==> config.mk <==
export PLATFORM = sky130hd
export DESIGN_NAME = console_storage_access
export DESIGN_NICKNAME = d
export VERILOG_FILES = /design/src/console_access_pkg.sv /design/src/seg_map_store.sv /design/src/console_storage_access.sv
export SDC_FILE = /design/constraint.sdc
export NUM_CORES = 2
export LEC_CHECK = 0
export ABC_CLOCK_PERIOD_IN_PS = 13700
export BUFFER_PORTS_ARGS = -buffer_cell sky130_fd_sc_hd__buf_2
export CAP_MARGIN = 20
export CORE_MARGIN = 2
export CORE_UTILIZATION = 60
export CTS_BUF_LIST = sky130_fd_sc_hd__clkbuf_8
export DETAILED_ROUTE_END_ITERATION = 16
export GPL_TIMING_DRIVEN = 0
export PLACE_DENSITY = 0.78
export REMOVE_ABC_BUFFERS = 1
export SLEW_MARGIN = 20
export SYNTH_ARGS = -nofsm -noshare
export SYNTH_HDL_FRONTEND = slang
export SYNTH_SLANG_ARGS = --single-unit
==> constraint.sdc <==
create_clock -name mclk_i -period 13.7 [get_ports mclk_i]
set_input_delay 2.055 -clock mclk_i [delete_from_list [all_inputs] [get_ports mclk_i]]
set_output_delay 2.055 -clock mclk_i [all_outputs]
set_load 0.03 [all_outputs]
==> src/console_access_pkg.sv <==
/*
  Shared constants for the operator console storage access block.
  Assumes a 16-bit processor data path with bit 0 as the most significant bit.
*/
package console_access_pkg;

  localparam int unsigned WORD_W       = 16;
  localparam int unsigned STACK_W      = 3;
  localparam int unsigned ENTRY_W      = 5;
  localparam int unsigned SEG_W        = 11;
  localparam int unsigned LEVEL_W      = 2;
  localparam int unsigned PHYS_W       = 20;

  // Stack key and entry number locations
  localparam int unsigned ENTRY_LSB    = 11;
  localparam int unsigned KEY_LSB      = 0;

  // Segmentation entry: block bits 15:7, valid bit 6, read-only bit 5
  localparam int unsigned SEG_BLK_LSB  = 7;
  localparam int unsigned SEG_VALID    = 6;
  localparam int unsigned SEG_RO       = 5;
  localparam int unsigned BLK_W        = 9;

  // Status word bits, numbered from the least significant end
  localparam int unsigned PSW_INV_ADDR = 14;
  localparam int unsigned PSW_PARITY   = 7;
  localparam int unsigned PSW_XLATE    = 1;

  localparam logic [15:0] ADDR_STEP    = 16'h0002;
  localparam logic [15:0] WORD_RESET   = 16'h0000;
  localparam logic [2:0]  KEY_RESET    = 3'h0;

  // Selected resource
  typedef enum logic [2:0] {
    SEL_NONE  = 3'h0,
    SEL_REG   = 3'h1,
    SEL_SAR   = 3'h3,
    SEL_AKR   = 3'h2,
    SEL_SEG   = 3'h6,
    SEL_MAIN  = 3'h7
  } sel_t;

  // Main storage cycle sequencer
  typedef enum logic [1:0] {
    MS_IDLE  = 2'h0,
    MS_WAIT  = 2'h1,
    MS_DONE  = 2'h3
  } ms_state_t;

endpackage

==> src/seg_map_store.sv <==
/*
  Segmentation register array: 8 stacks of 32 entries.
  Assumes one write port and a combinational read, driven by the console logic.
*/
`timescale 1ns/1ps
module seg_map_store
  import console_access_pkg::*;
#(
  parameter int unsigned STACKS  = 8,
  parameter int unsigned ENTRIES = 32
) (
  input  wire logic                         mclk_i,
  input  wire logic                         ce_i,
  input  wire logic                         we_i,
  input  wire logic [STACK_W+ENTRY_W-1:0]   idx_i,
  input  wire logic [WORD_W-1:0]            wdata_i,
  output      logic [WORD_W-1:0]            rdata_o
);

  initial begin
    if (STACKS * ENTRIES != (1 << (STACK_W + ENTRY_W)))
      $error("seg_map_store: size must match the index width");
  end

  // 256 entries
  logic [WORD_W-1:0] mem [STACKS*ENTRIES];

  always_ff @(posedge mclk_i) begin
    if (ce_i && we_i) begin
      // Block, valid, read-only
      mem[idx_i] <= wdata_i & {{BLK_W{1'b1}}, 1'b1, 1'b1, 5'h00};
    end
  end

  assign rdata_o = mem[idx_i];

endmodule

==> src/console_storage_access.sv <==
/*
  Console access logic: key entry shift, store into level registers,
  storage address and key, segmentation registers and main storage.
  Assumes one-cycle key pulses from a debounced panel, a storage port
  with a one-cycle request and a later done pulse with error flags,
  and a register file outside that takes a level write strobe.
*/
`timescale 1ns/1ps

// Notes on behaviour
// Store writes displayed data to selected level register, stop state only.
// Operator selects level with Level Select then hex key 0 to 3.
// Translator holds eight stacks of thirty-two entries, 256 total.
// Entry chosen by address key stack and top five address bits.
// Seg-map key advances entry; 31 wraps to 0 and bumps stack key.
// Store in seg mode writes entry then advances like the seg key.
// Entry holds nine physical block bits, valid flag, read-only flag.
// Address key store takes one digit, shown in indicator bits 13-15.
// Main-storage key reads addressed word, displays it, adds two.
// Store in main-storage mode writes displayed word, then adds two.
// With translation on, operator loads address key first.
// Invalid address suppresses program check, sets status bit 1, check on.
// Parity error suppresses program check, sets status bit 8, check on.
// Console error bits cause no interrupt unless check still set.
// Segment register display and store only in stop state.
// Four keyed hex digits stored become the console address.
// Hex digits shift into indicators from the right.
// Store key ignored outside stop state.
// Console address writes keep the address low bit unchanged.
// Without translation the address register is the physical address.
module console_storage_access
  import console_access_pkg::*;
#(
  parameter int unsigned LEVELS = 4
) (
  input  wire logic                mclk_i,
  input  wire logic                rstn_i,
  input  wire logic                ce_i,
  input  wire logic                stop_state_i,
  input  wire logic                hex_key_i,
  input  wire logic [3:0]          hex_val_i,
  input  wire logic                level_sel_key_i,
  input  wire logic                reg_key_i,
  input  wire logic                sar_key_i,
  input  wire logic                akr_key_i,
  input  wire logic                seg_key_i,
  input  wire logic                main_key_i,
  input  wire logic                store_key_i,
  input  wire logic                check_reset_i,
  input  wire logic                run_start_i,
  input  wire logic [WORD_W-1:0]   reg_rdata_i,
  input  wire logic                ms_done_i,
  input  wire logic [WORD_W-1:0]   ms_rdata_i,
  input  wire logic                ms_inv_addr_i,
  input  wire logic                ms_parity_i,
  input  wire logic                xlate_en_i,
  output      logic [WORD_W-1:0]   display_o,
  output      logic [LEVEL_W-1:0]  level_o,
  output      logic                reg_we_o,
  output      logic [WORD_W-1:0]   reg_wdata_o,
  output      logic [WORD_W-1:0]   storage_address_register_o,
  output      logic [STACK_W-1:0]  address_key_register_o,
  output      logic                ms_req_o,
  output      logic                ms_write_o,
  output      logic [PHYS_W-1:0]   ms_addr_o,
  output      logic [WORD_W-1:0]   ms_wdata_o,
  output      logic                check_o,
  output      logic                psw_inv_addr_o,
  output      logic                psw_parity_o,
  output      logic                class_irq_o
);

  initial begin
    if (LEVELS != (1 << LEVEL_W))
      $error("console_storage_access: LEVELS must equal four");
  end

  // ****************************************************
  // State
  // ****************************************************
  sel_t              sel_q;
  ms_state_t         ms_q;
  logic              lvl_pend_q;
  logic              ms_wr_q;
  logic              seg_show_q;
  logic [WORD_W-1:0] seg_rdata;
  logic [STACK_W+ENTRY_W-1:0] seg_idx;

  // Address bits [15:11] number the entry, bit 0 is the word-select low bit
  function automatic logic [STACK_W+ENTRY_W-1:0] seg_next(
    input logic [STACK_W-1:0] key,
    input logic [ENTRY_W-1:0] ent);
    return {key, ent} + 8'h01;
  endfunction

  // ****************************************************
  // Decode
  // ****************************************************
  // Store ignored out of stop
  wire store_ok  = store_key_i && stop_state_i;
  // Seg access in stop only
  wire seg_ok    = stop_state_i && (seg_key_i || (store_ok && sel_q == SEL_SEG));
  wire ms_start  = stop_state_i && ms_q == MS_IDLE &&
                   (main_key_i || (store_ok && sel_q == SEL_MAIN));
  wire [ENTRY_W-1:0] cur_ent = storage_address_register_o[WORD_W-1 -: ENTRY_W];
  // Stack from key, entry from top bits
  assign seg_idx = (seg_key_i && sel_q != SEL_SEG) ?
                   {address_key_register_o, cur_ent} :
                   {address_key_register_o, cur_ent};
  wire [STACK_W+ENTRY_W-1:0] adv_idx = seg_next(address_key_register_o, cur_ent);
  // Direct address when translation off
  wire [PHYS_W-1:0] phys_addr = xlate_en_i ?
                    {address_key_register_o, 1'b0, storage_address_register_o} :
                    {4'h0, storage_address_register_o};
  wire seg_adv   = (seg_key_i && sel_q == SEL_SEG) || (store_ok && sel_q == SEL_SEG);
  wire ms_err    = ms_done_i && (ms_inv_addr_i || ms_parity_i);

  seg_map_store i_seg_map_store (
    .mclk_i  (mclk_i),
    .ce_i    (ce_i),
    .we_i    (store_ok && sel_q == SEL_SEG),
    .idx_i   (seg_idx),
    .wdata_i (display_o),
    .rdata_o (seg_rdata)
  );

  // ****************************************************
  // Selection and display
  // ****************************************************
  always_ff @(posedge mclk_i or negedge rstn_i) begin
    if (!rstn_i) begin
      sel_q      <= SEL_NONE;
      lvl_pend_q <= 1'b0;
      level_o    <= '0;
      display_o  <= WORD_RESET;
      reg_we_o   <= 1'b0;
      reg_wdata_o <= WORD_RESET;
      seg_show_q <= 1'b0;
    end else if (ce_i) begin
      reg_we_o <= 1'b0;
      // Refresh the indicators one cycle after the index has moved
      seg_show_q <= seg_adv && stop_state_i;
      if (level_sel_key_i && stop_state_i) begin
        lvl_pend_q <= 1'b1;
      end else if (hex_key_i && lvl_pend_q) begin
        // Level picked by hex key
        if (hex_val_i < 4'h4)
          level_o <= hex_val_i[LEVEL_W-1:0];
        lvl_pend_q <= 1'b0;
      end else if (hex_key_i) begin
        // Shift digit in from right
        display_o <= {display_o[WORD_W-5:0], hex_val_i};
      end else if (reg_key_i) begin
        sel_q     <= SEL_REG;
        display_o <= reg_rdata_i;
      end else if (sar_key_i && stop_state_i) begin
        sel_q     <= SEL_SAR;
        display_o <= storage_address_register_o;
      end else if (akr_key_i && sel_q == SEL_SAR) begin
        sel_q     <= SEL_AKR;
        display_o <= {13'h0000, address_key_register_o};
      end else if (seg_ok && sel_q != SEL_SEG) begin
        sel_q     <= SEL_SEG;
        display_o <= seg_rdata;
      end else if (main_key_i && stop_state_i) begin
        sel_q <= SEL_MAIN;
      end else if (store_ok && sel_q == SEL_REG) begin
        // Level register store
        reg_we_o    <= 1'b1;
        reg_wdata_o <= display_o;
      end else if (store_ok && sel_q == SEL_AKR) begin
        // Digit shown in bits 13-15
        display_o <= {13'h0000, display_o[STACK_W-1:0]};
      end
      // Show advanced entry
      if (seg_show_q)
        display_o <= seg_rdata;
      if (ms_done_i && !ms_wr_q && ms_q == MS_WAIT)
        display_o <= ms_rdata_i;
    end
  end

  // ****************************************************
  // Address register and key
  // ****************************************************
  always_ff @(posedge mclk_i or negedge rstn_i) begin
    if (!rstn_i) begin
      storage_address_register_o <= WORD_RESET;
      address_key_register_o     <= KEY_RESET;
    end else if (ce_i) begin
      if (store_ok && sel_q == SEL_SAR) begin
        // Keyed value becomes address
        // Low bit kept
        storage_address_register_o <= {display_o[WORD_W-1:1],
                                       storage_address_register_o[0]};
      end else if (store_ok && sel_q == SEL_AKR) begin
        // Save address key
        address_key_register_o <= display_o[STACK_W-1:0];
      end else if (seg_adv && stop_state_i) begin
        // Entry advance with stack wrap
        // Store then advance
        address_key_register_o <= adv_idx[STACK_W+ENTRY_W-1 -: STACK_W];
        storage_address_register_o[WORD_W-1 -: ENTRY_W] <= adv_idx[ENTRY_W-1:0];
      end else if (ms_done_i && ms_q == MS_WAIT) begin
        // Read then add two
        // Write then add two
        storage_address_register_o <= storage_address_register_o + ADDR_STEP;
      end
    end
  end

  // ****************************************************
  // Main storage cycle and errors
  // ****************************************************
  always_ff @(posedge mclk_i or negedge rstn_i) begin
    if (!rstn_i) begin
      ms_q           <= MS_IDLE;
      ms_wr_q        <= 1'b0;
      ms_req_o       <= 1'b0;
      ms_write_o     <= 1'b0;
      ms_addr_o      <= '0;
      ms_wdata_o     <= WORD_RESET;
      check_o        <= 1'b0;
      psw_inv_addr_o <= 1'b0;
      psw_parity_o   <= 1'b0;
      class_irq_o    <= 1'b0;
    end else if (ce_i) begin
      ms_req_o    <= 1'b0;
      class_irq_o <= 1'b0;
      case (ms_q)
        MS_IDLE: begin
          if (ms_start) begin
            ms_q       <= MS_WAIT;
            ms_req_o   <= 1'b1;
            ms_wr_q    <= store_ok;
            ms_write_o <= store_ok;
            ms_addr_o  <= phys_addr;
            ms_wdata_o <= display_o;
          end
        end
        MS_WAIT: begin
          if (ms_done_i)
            ms_q <= MS_DONE;
        end
        MS_DONE: ms_q <= MS_IDLE;
        default: ms_q <= MS_IDLE;
      endcase
      // Invalid address flagged
      if (ms_done_i && ms_inv_addr_i)
        psw_inv_addr_o <= 1'b1;
      // Parity error flagged
      if (ms_done_i && ms_parity_i)
        psw_parity_o <= 1'b1;
      if (ms_err)
        check_o <= 1'b1;
      else if (check_reset_i)
        check_o <= 1'b0;
      // Interrupt only if check still on
      if (run_start_i && check_o && (psw_inv_addr_o || psw_parity_o))
        class_irq_o <= 1'b1;
    end
  end

endmodule

* Word level (Yosys, flattened, before mapping)
Memories as Yosys holds them, arrays and structs flattened.
Index checks and enable logic that the tools add are counted.
** Operators by class
- Add/subtract/negate cells :: 2
- Order comparisons :: 1
- Equal/unequal tests :: 15
- Mux-type cells :: 46
- Bitwise gates (word level) :: 11
- Reduce and logical (&&, ||, !) cells :: 56
** Operator list (number)
- two-way mux 16 bit :: 15
- logical AND 1 bit :: 26
- two-way mux 3 bit :: 7
- two-way mux 20 bit :: 1
- two-way mux 1 bit :: 18
- adder 16 x 2 -> 16 bit (second input constant) :: 1
- != test 8 x 7 -> 1 bit (second input constant) :: 2
- AND reduction 3 bit :: 4
- AND reduction 4 bit :: 3
- two-way mux 11 bit :: 1
- inverter 1 bit :: 11
- AND reduction 10 bit :: 1
- AND reduction 5 bit :: 2
- adder 8 x 1 -> 8 bit (second input constant) :: 1
- != test 2 bit (second input constant) :: 4
- AND reduction 2 bit :: 4
- nonzero test 2 bit :: 4
- nonzero test 8 bit :: 1
- nonzero test 7 bit :: 1
- equality test 3 x 2 -> 1 bit (second input constant) :: 2
- equality test 3 bit (second input constant) :: 2
- != test 3 x 2 -> 1 bit (second input constant) :: 2
- AND reduction 6 bit :: 1
- logical OR 1 bit :: 5
- other kinds (11) :: 12
** Storage, ports and cells
- Bits in registers :: 103
- RAM bits :: 2816
- Input port bits :: 54
- Output and inout bits :: 96
- Logic and storage cells :: 153
- Memories :: 1
** Memory list
- i_seg_map_store.mem :: words 256, width 11, rd ports 1, clocked after Yosys merged registers in 0, write ports 1, line seg_map_store.sv:26 : logic [WORD_W-1:0] mem [STACKS*ENTRIES];

* Longest topological paths before layout
- Depth in word-level cells :: 14
- Gate-level depth with buffers :: 13
- Gate-level depth less buffers :: 7

* Hierarchy
From an unflattened synthesis, not the netlist that was laid out.
** Second synthesis, totals
- Cell total of the unflattened synthesis :: 5232
- Area, all modules :: 112369.0 um^2
** Modules (own cells, without submodules)
- seg_map_store :: instances 1, cells each 4712, area an instance 106985.1 um^2
- console_storage_access :: instances 1, cells each 520, area an instance 5383.9 um^2

* Worst setup path before layout
Ideal clock, no wire load.
- Path type :: flip-flop to output port
- Start point :: register display_o[11]
- End point :: output port display_o[11]
- Data arrival time :: 3.413 ns
- Required time :: 11.645 ns
- Path slack :: 8.232 ns
- Stages on the path, launching flop included :: 1
- Path buffers :: 0
- Path through :: dfrtp_1
** RTL lines
- from (decl) :: line console_storage_access.sv:57 : output logic [WORD_W-1:0] display_o,
- from (signal assigned) :: line console_storage_access.sv:152 : display_o <= {display_o[WORD_W-5:0], hex_val_i};
- from (signal assigned) :: line console_storage_access.sv:155 : display_o <= reg_rdata_i;
- from (signal assigned) :: line console_storage_access.sv:158 : display_o <= storage_address_register_o;
No word-level cell between the ends.

* Worst setup path in the final report
- Start point :: register storage_address_register_o[11]
- End point :: register display_o[6]
** Between the ends
- Longest elaborated chain between the ends :: 10
** Ends and longest elaborated chain
- from (decl) :: line console_storage_access.sv:61 : output logic [WORD_W-1:0] storage_address_register_o,
- from (signal assigned) :: line console_storage_access.sv:194 : storage_address_register_o <= {display_o[WORD_W-1:1],
- from (signal, indexed assignment) :: line console_storage_access.sv:203 : storage_address_register_o[WORD_W-1 -: ENTRY_W] <= adv_idx[ENTRY_W-1:0];
- from (signal assigned) :: line console_storage_access.sv:207 : storage_address_register_o <= storage_address_register_o + ADDR_STEP;
- memory (256 x 11 bit) (*)
- two-way mux 16 bit :: line console_storage_access.sv:162 : end else if (seg_ok && sel_q != SEL_SEG) begin
- two-way mux 16 bit :: line console_storage_access.sv:159 : end else if (akr_key_i && sel_q == SEL_SAR) begin
- two-way mux 16 bit :: line console_storage_access.sv:156 : end else if (sar_key_i && stop_state_i) begin
- two-way mux 16 bit :: line console_storage_access.sv:153 : end else if (reg_key_i) begin
- two-way mux 16 bit :: line console_storage_access.sv:150 : end else if (hex_key_i) begin
- two-way mux 16 bit :: line console_storage_access.sv:145 : end else if (hex_key_i && lvl_pend_q) begin
- two-way mux 16 bit :: line console_storage_access.sv:143 : if (level_sel_key_i && stop_state_i) begin
- two-way mux 16 bit (*) :: line console_storage_access.sv:176 : if (seg_show_q)
- two-way mux 16 bit (*) :: line console_storage_access.sv:178 : if (ms_done_i && !ms_wr_q && ms_q == MS_WAIT)
- to (signal assigned) :: line console_storage_access.sv:152
- to (signal assigned) :: line console_storage_access.sv:177 : display_o <= seg_rdata;
- to (signal assigned) :: line console_storage_access.sv:179 : display_o <= ms_rdata_i;
Mark *: on every way between the ends. The rest lies on a longest branch, timed or not. The select of a mux whose other input is x is not followed.
A chain may end at the register's enable or synchronous reset.

==> metrics.md <==
| Metric | Value |
|---|---|
| CTS Root Cell | clkbuf_8 |
| Worst EP arrival | 6340 ps |
| RSZ-0062 raised after global routing | no |
| Post-synthesis sequential area ratio | 76.3% |
| Synth area leaders | edfxtp_1, mux4_2, mux2i_1 |
| Final hold slack | 488 ps |
| Post-synthesis adder-cell area fraction | 0.0548% |
| Final hold vios | 0 |
| Combinational fraction of design power | 29.4% |
| NetSw | 8.58 mW |
| Final Core Density | 67.8% |
| Hold Crit Class | reg2reg |
| Final setup violation count | 0 |
| Clk pwr share | 26.2% |
| Setup fix buffers added after clock tree synthesis | 0 |
| Post-CTS sizing | 0 |
| WL final | 318000 um |
| Post-route ant nets | 0 |
| Routed WL per cell | 35.7 um |
| Setup WS pre-CTS | 7870 ps |
| Post-synth EDFFs | 2816 |
| Area delta synth->final | 12.7% |
| CTS clk-pin slew, worst paths | 70 ps |
| Seq pwr share | 44.4% |
| Worst path depth | 9 |
| Period minus WS final | 5380 ps |
| DRC | 0 |
| CP peak stage delay | 1170 ps |
| Initial antenna violation count | 23 |
| Crit path top cell by count | buf_16 |
| Critical path type | reg2reg |
| CTS max path bufs | 4 |
| XOR/XNOR share of the synthesized area | 0% |
| Fill count | 11.1k |
| Placeable Area | 0.190 mm^2 |
| Post-Synth Simple-Gate Area | 2.81% |
| Largest net degree at the start of global routing | 83 |
| Leakage | 42.7 nW |
| Top-area cell type share of the netlist area | 74.1% |
| Startpoint types | flip-flop |
| Worst R2R Path Depth | 9 |
| Layout Nets | 6082 |
| Synth Warn # | 0 |
| Power density cells | 203 mW/mm^2 |
| Outcome | completed |
| Top FF cell, synth | edfxtp_1 |
| CTS Buf Count | 446 |
| Ys async rst share | 3.43% |
| Post-Syn Area | 0.114 mm^2 |
| Max frequency | 186 MHz |
| Full die area | 0.194 mm^2 |
| Via count | 62.2k |
| Die width | 440 um |
| CTS tree | built |
| First-pass GRT wire length | 444000 um |
| Die H | 440 um |
| Count leader, synth | edfxtp_1 |
| Sink Count | 2916 |
| Port Buffers | 146 |
| Largest area contributor in the netlist | edfxtp_1 |
| Worst setup path start | storage_address_register_o[11]$_DFFE_PN0P_ |
| Critical path cell sequence | buf_16 > buf_16 > buf_16 > nand4b_1 > o22ai_1 > nor4_1 > a41oi_1 > o31ai_1 > a221oi_1 |
| Detail Placement HPWL | 198000 um |
| CP delay by family, top | compound AO/OA/AOI/OAI gates |
| VDD IR max | 0.208 mV |
| All-Layer GR Usage | 32.9% |
| Max-cap violations | 0 |
| Yosys cell types | 83 |
| Vias in the first global route | 61.2k |
| FF-to-FF setup slack | 8320 ps |
| Critical path buffer and inverter count | 3 |
| Pre-antenna DRT Iters | 10 |
| Worst flop-to-flop path endpoint | display_o[6]$_DFFE_PN0P_ |
| Final TNS setup | 0 ps |
| Final Skew | 102 ps |
| Final Cycle Share | 39.3% |
| CTS Hold Bufs | 0 |
| Switching part of the total | 32.9% |
| Worst reg2reg startpoint | storage_address_register_o[11]$_DFFE_PN0P_ |
| Crit Path Max Fanout | 36 |
| Worst-margin pin slew | 1290 ps |
| # rows | 160 |
| Crit end category | flip-flop |
| Synth Area in Compound Gates | 4.14% |
| Max-slew headroom | 13.5% |
| Synth top cells by count | edfxtp_1, mux4_2, nor2_1 |
| Post-synthesis mux area share | 14.9% |
| Initial core utilization | 60.2% |
| Largest family of logic cells by synthesized area | multiplexers |
| Worst EP required | 14650 ps |
| Cells after Synth | 5635 |
| Syn_area_per_cell | 20.2 um^2 |
| Cell Int Power | 17.5 mW |
| Slowest stage cell, crit path | o31ai_1 |
| Grt ovf | 0 |
| Slew Viols, Final | 0 |
| Critical path destination | display_o[6]$_DFFE_PN0P_ |
| IO Pins | 150 |
| Latest clock arrival within the worst-skew pair | 1140 ps |
| Seq cells post-synth | 2916 |
| Final setup margin | 8320 ps |
| Vias per cell | 7.00 |
| Share of cells above drive strength 1 | 28.0% |
| Routability Congestion | 0.973 |
| Initial DRC Count | 10.3k |
| CTS HTree Levels | 5 |
==> worst min path at each step <==
stage / from / end / slack (ps) / cells after the start
after global placement: ms_req_o$_DFFE_PN0P_ / ms_req_o$_DFFE_PN0P_ / 470 / 1
after CTS: ms_req_o$_DFFE_PN0P_ / ms_req_o$_DFFE_PN0P_ / 490 / 1
final: ms_req_o$_DFFE_PN0P_ / ms_req_o$_DFFE_PN0P_ / 490 / 1
after floorplan: ms_q[1]$_DFFE_PN0P_ / ms_q[0]$_DFFE_PN0P_ / 470 / 1
after detailed placement: ms_req_o$_DFFE_PN0P_ / ms_req_o$_DFFE_PN0P_ / 470 / 1
after global routing: ms_req_o$_DFFE_PN0P_ / ms_req_o$_DFFE_PN0P_ / 500 / 1
==> power by group through the flow <==
| stage | registers (mW) | clock network [mW] | logic (mW) |
|---|---|---|---|
| 2_1_floorplan | 13.0 | 0 | 5.65 |
| 3_3_place_gp | 13.9 | 0 | 6.54 |
| 3_5_place_dp | 11.7 | 0 | 7.48 |
| 4_1_cts | 11.6 | 6.84 | 7.50 |
| 5_1_grt | 11.6 | 7.22 | 7.88 |
| 6_report | 11.6 | 6.83 | 7.67 |
==> cells by family (layout without fill, tap and decap cells) <==
logic type / Yosys count / after routing
flops: 2916 / 2916
buf+inv: 383 / 1105
other cells: 1 / 20
compound gates: 664 / 664
mux: 960 / 960
fa+ha+maj: 5 / 5
simple gates: 706 / 706
==> layout make-up <==
type	count	area [um^2]	share of cell area (%)
Sequential cell	2916	87100	67.8
Timing Repair Buffer	300	4050	3.15
Clock inverter	327	1960	1.53
Clock buffer	457	6290	4.89
Antenna cell	17	42.5	0.0331
Tap cell	2511	3140	2.44
Inverter	21	86.3	0.0672
Multi-Input combinational cell	2338	25800	20.1
==> routing by layer <==
layer  global-route usage (%)  wire (um)
met1                     42.2     104000
met2                     49.2     147000
met3                     9.54      41600
met4                     22.5      25000
met5                        0        140
==> flip-flops by register name, summed over array words and instances (netlist names) <==
| signal | count |
|---|---|
| storage_address_register_o | 15 |
| ms_wdata_o | 16 |
| level_o | 2 |
| ms_q | 2 |
| ms_wr_q | 1 |
| psw_parity_o | 1 |
| ms_addr_o | 18 |
| ms_req_o | 1 |
| address_key_register_o | 3 |
| class_irq_o | 1 |
| lvl_pend_q | 1 |
| i_seg_map_store.mem | 2816 |
| reg_wdata_o | 16 |
| display_o | 16 |
| reg_we_o | 1 |
| check_o | 1 |
| seg_show_q | 1 |
| psw_inv_addr_o | 1 |
| sel_q | 3 |
==> through the flow <==
step | cell area, um^2 | instances | total power [mW]
2_1_floorplan | 112000 | 5275 | 18.7
3_3_place_gp | 116000 | 7932 | 20.4
3_5_place_dp | 120000 | 8077 | 19.2
4_1_cts | 128000 | 8861 | 25.9
5_1_grt | 129000 | 8878 | 26.7
6_report | 129000 | 8887 | 26.1
==> cell usage in the layout, fill, tap and decap left out, types with 81 or more instances in the layout <==
cell type	Yosys	final
buf_2	106	149
nand2_1	142	140
clkinv_1	2	128
nor2_1	335	147
a22oi_1	154	154
mux2_2	87	87
edfxtp_1	2816	2816
clkbuf_8	0	457
inv_1	18	131
nor2_2	1	185
mux2i_1	294	294
a21oi_1	109	109
dfrtp_1	100	81
mux4_2	577	577
Power figures use the tool's default switching activity.
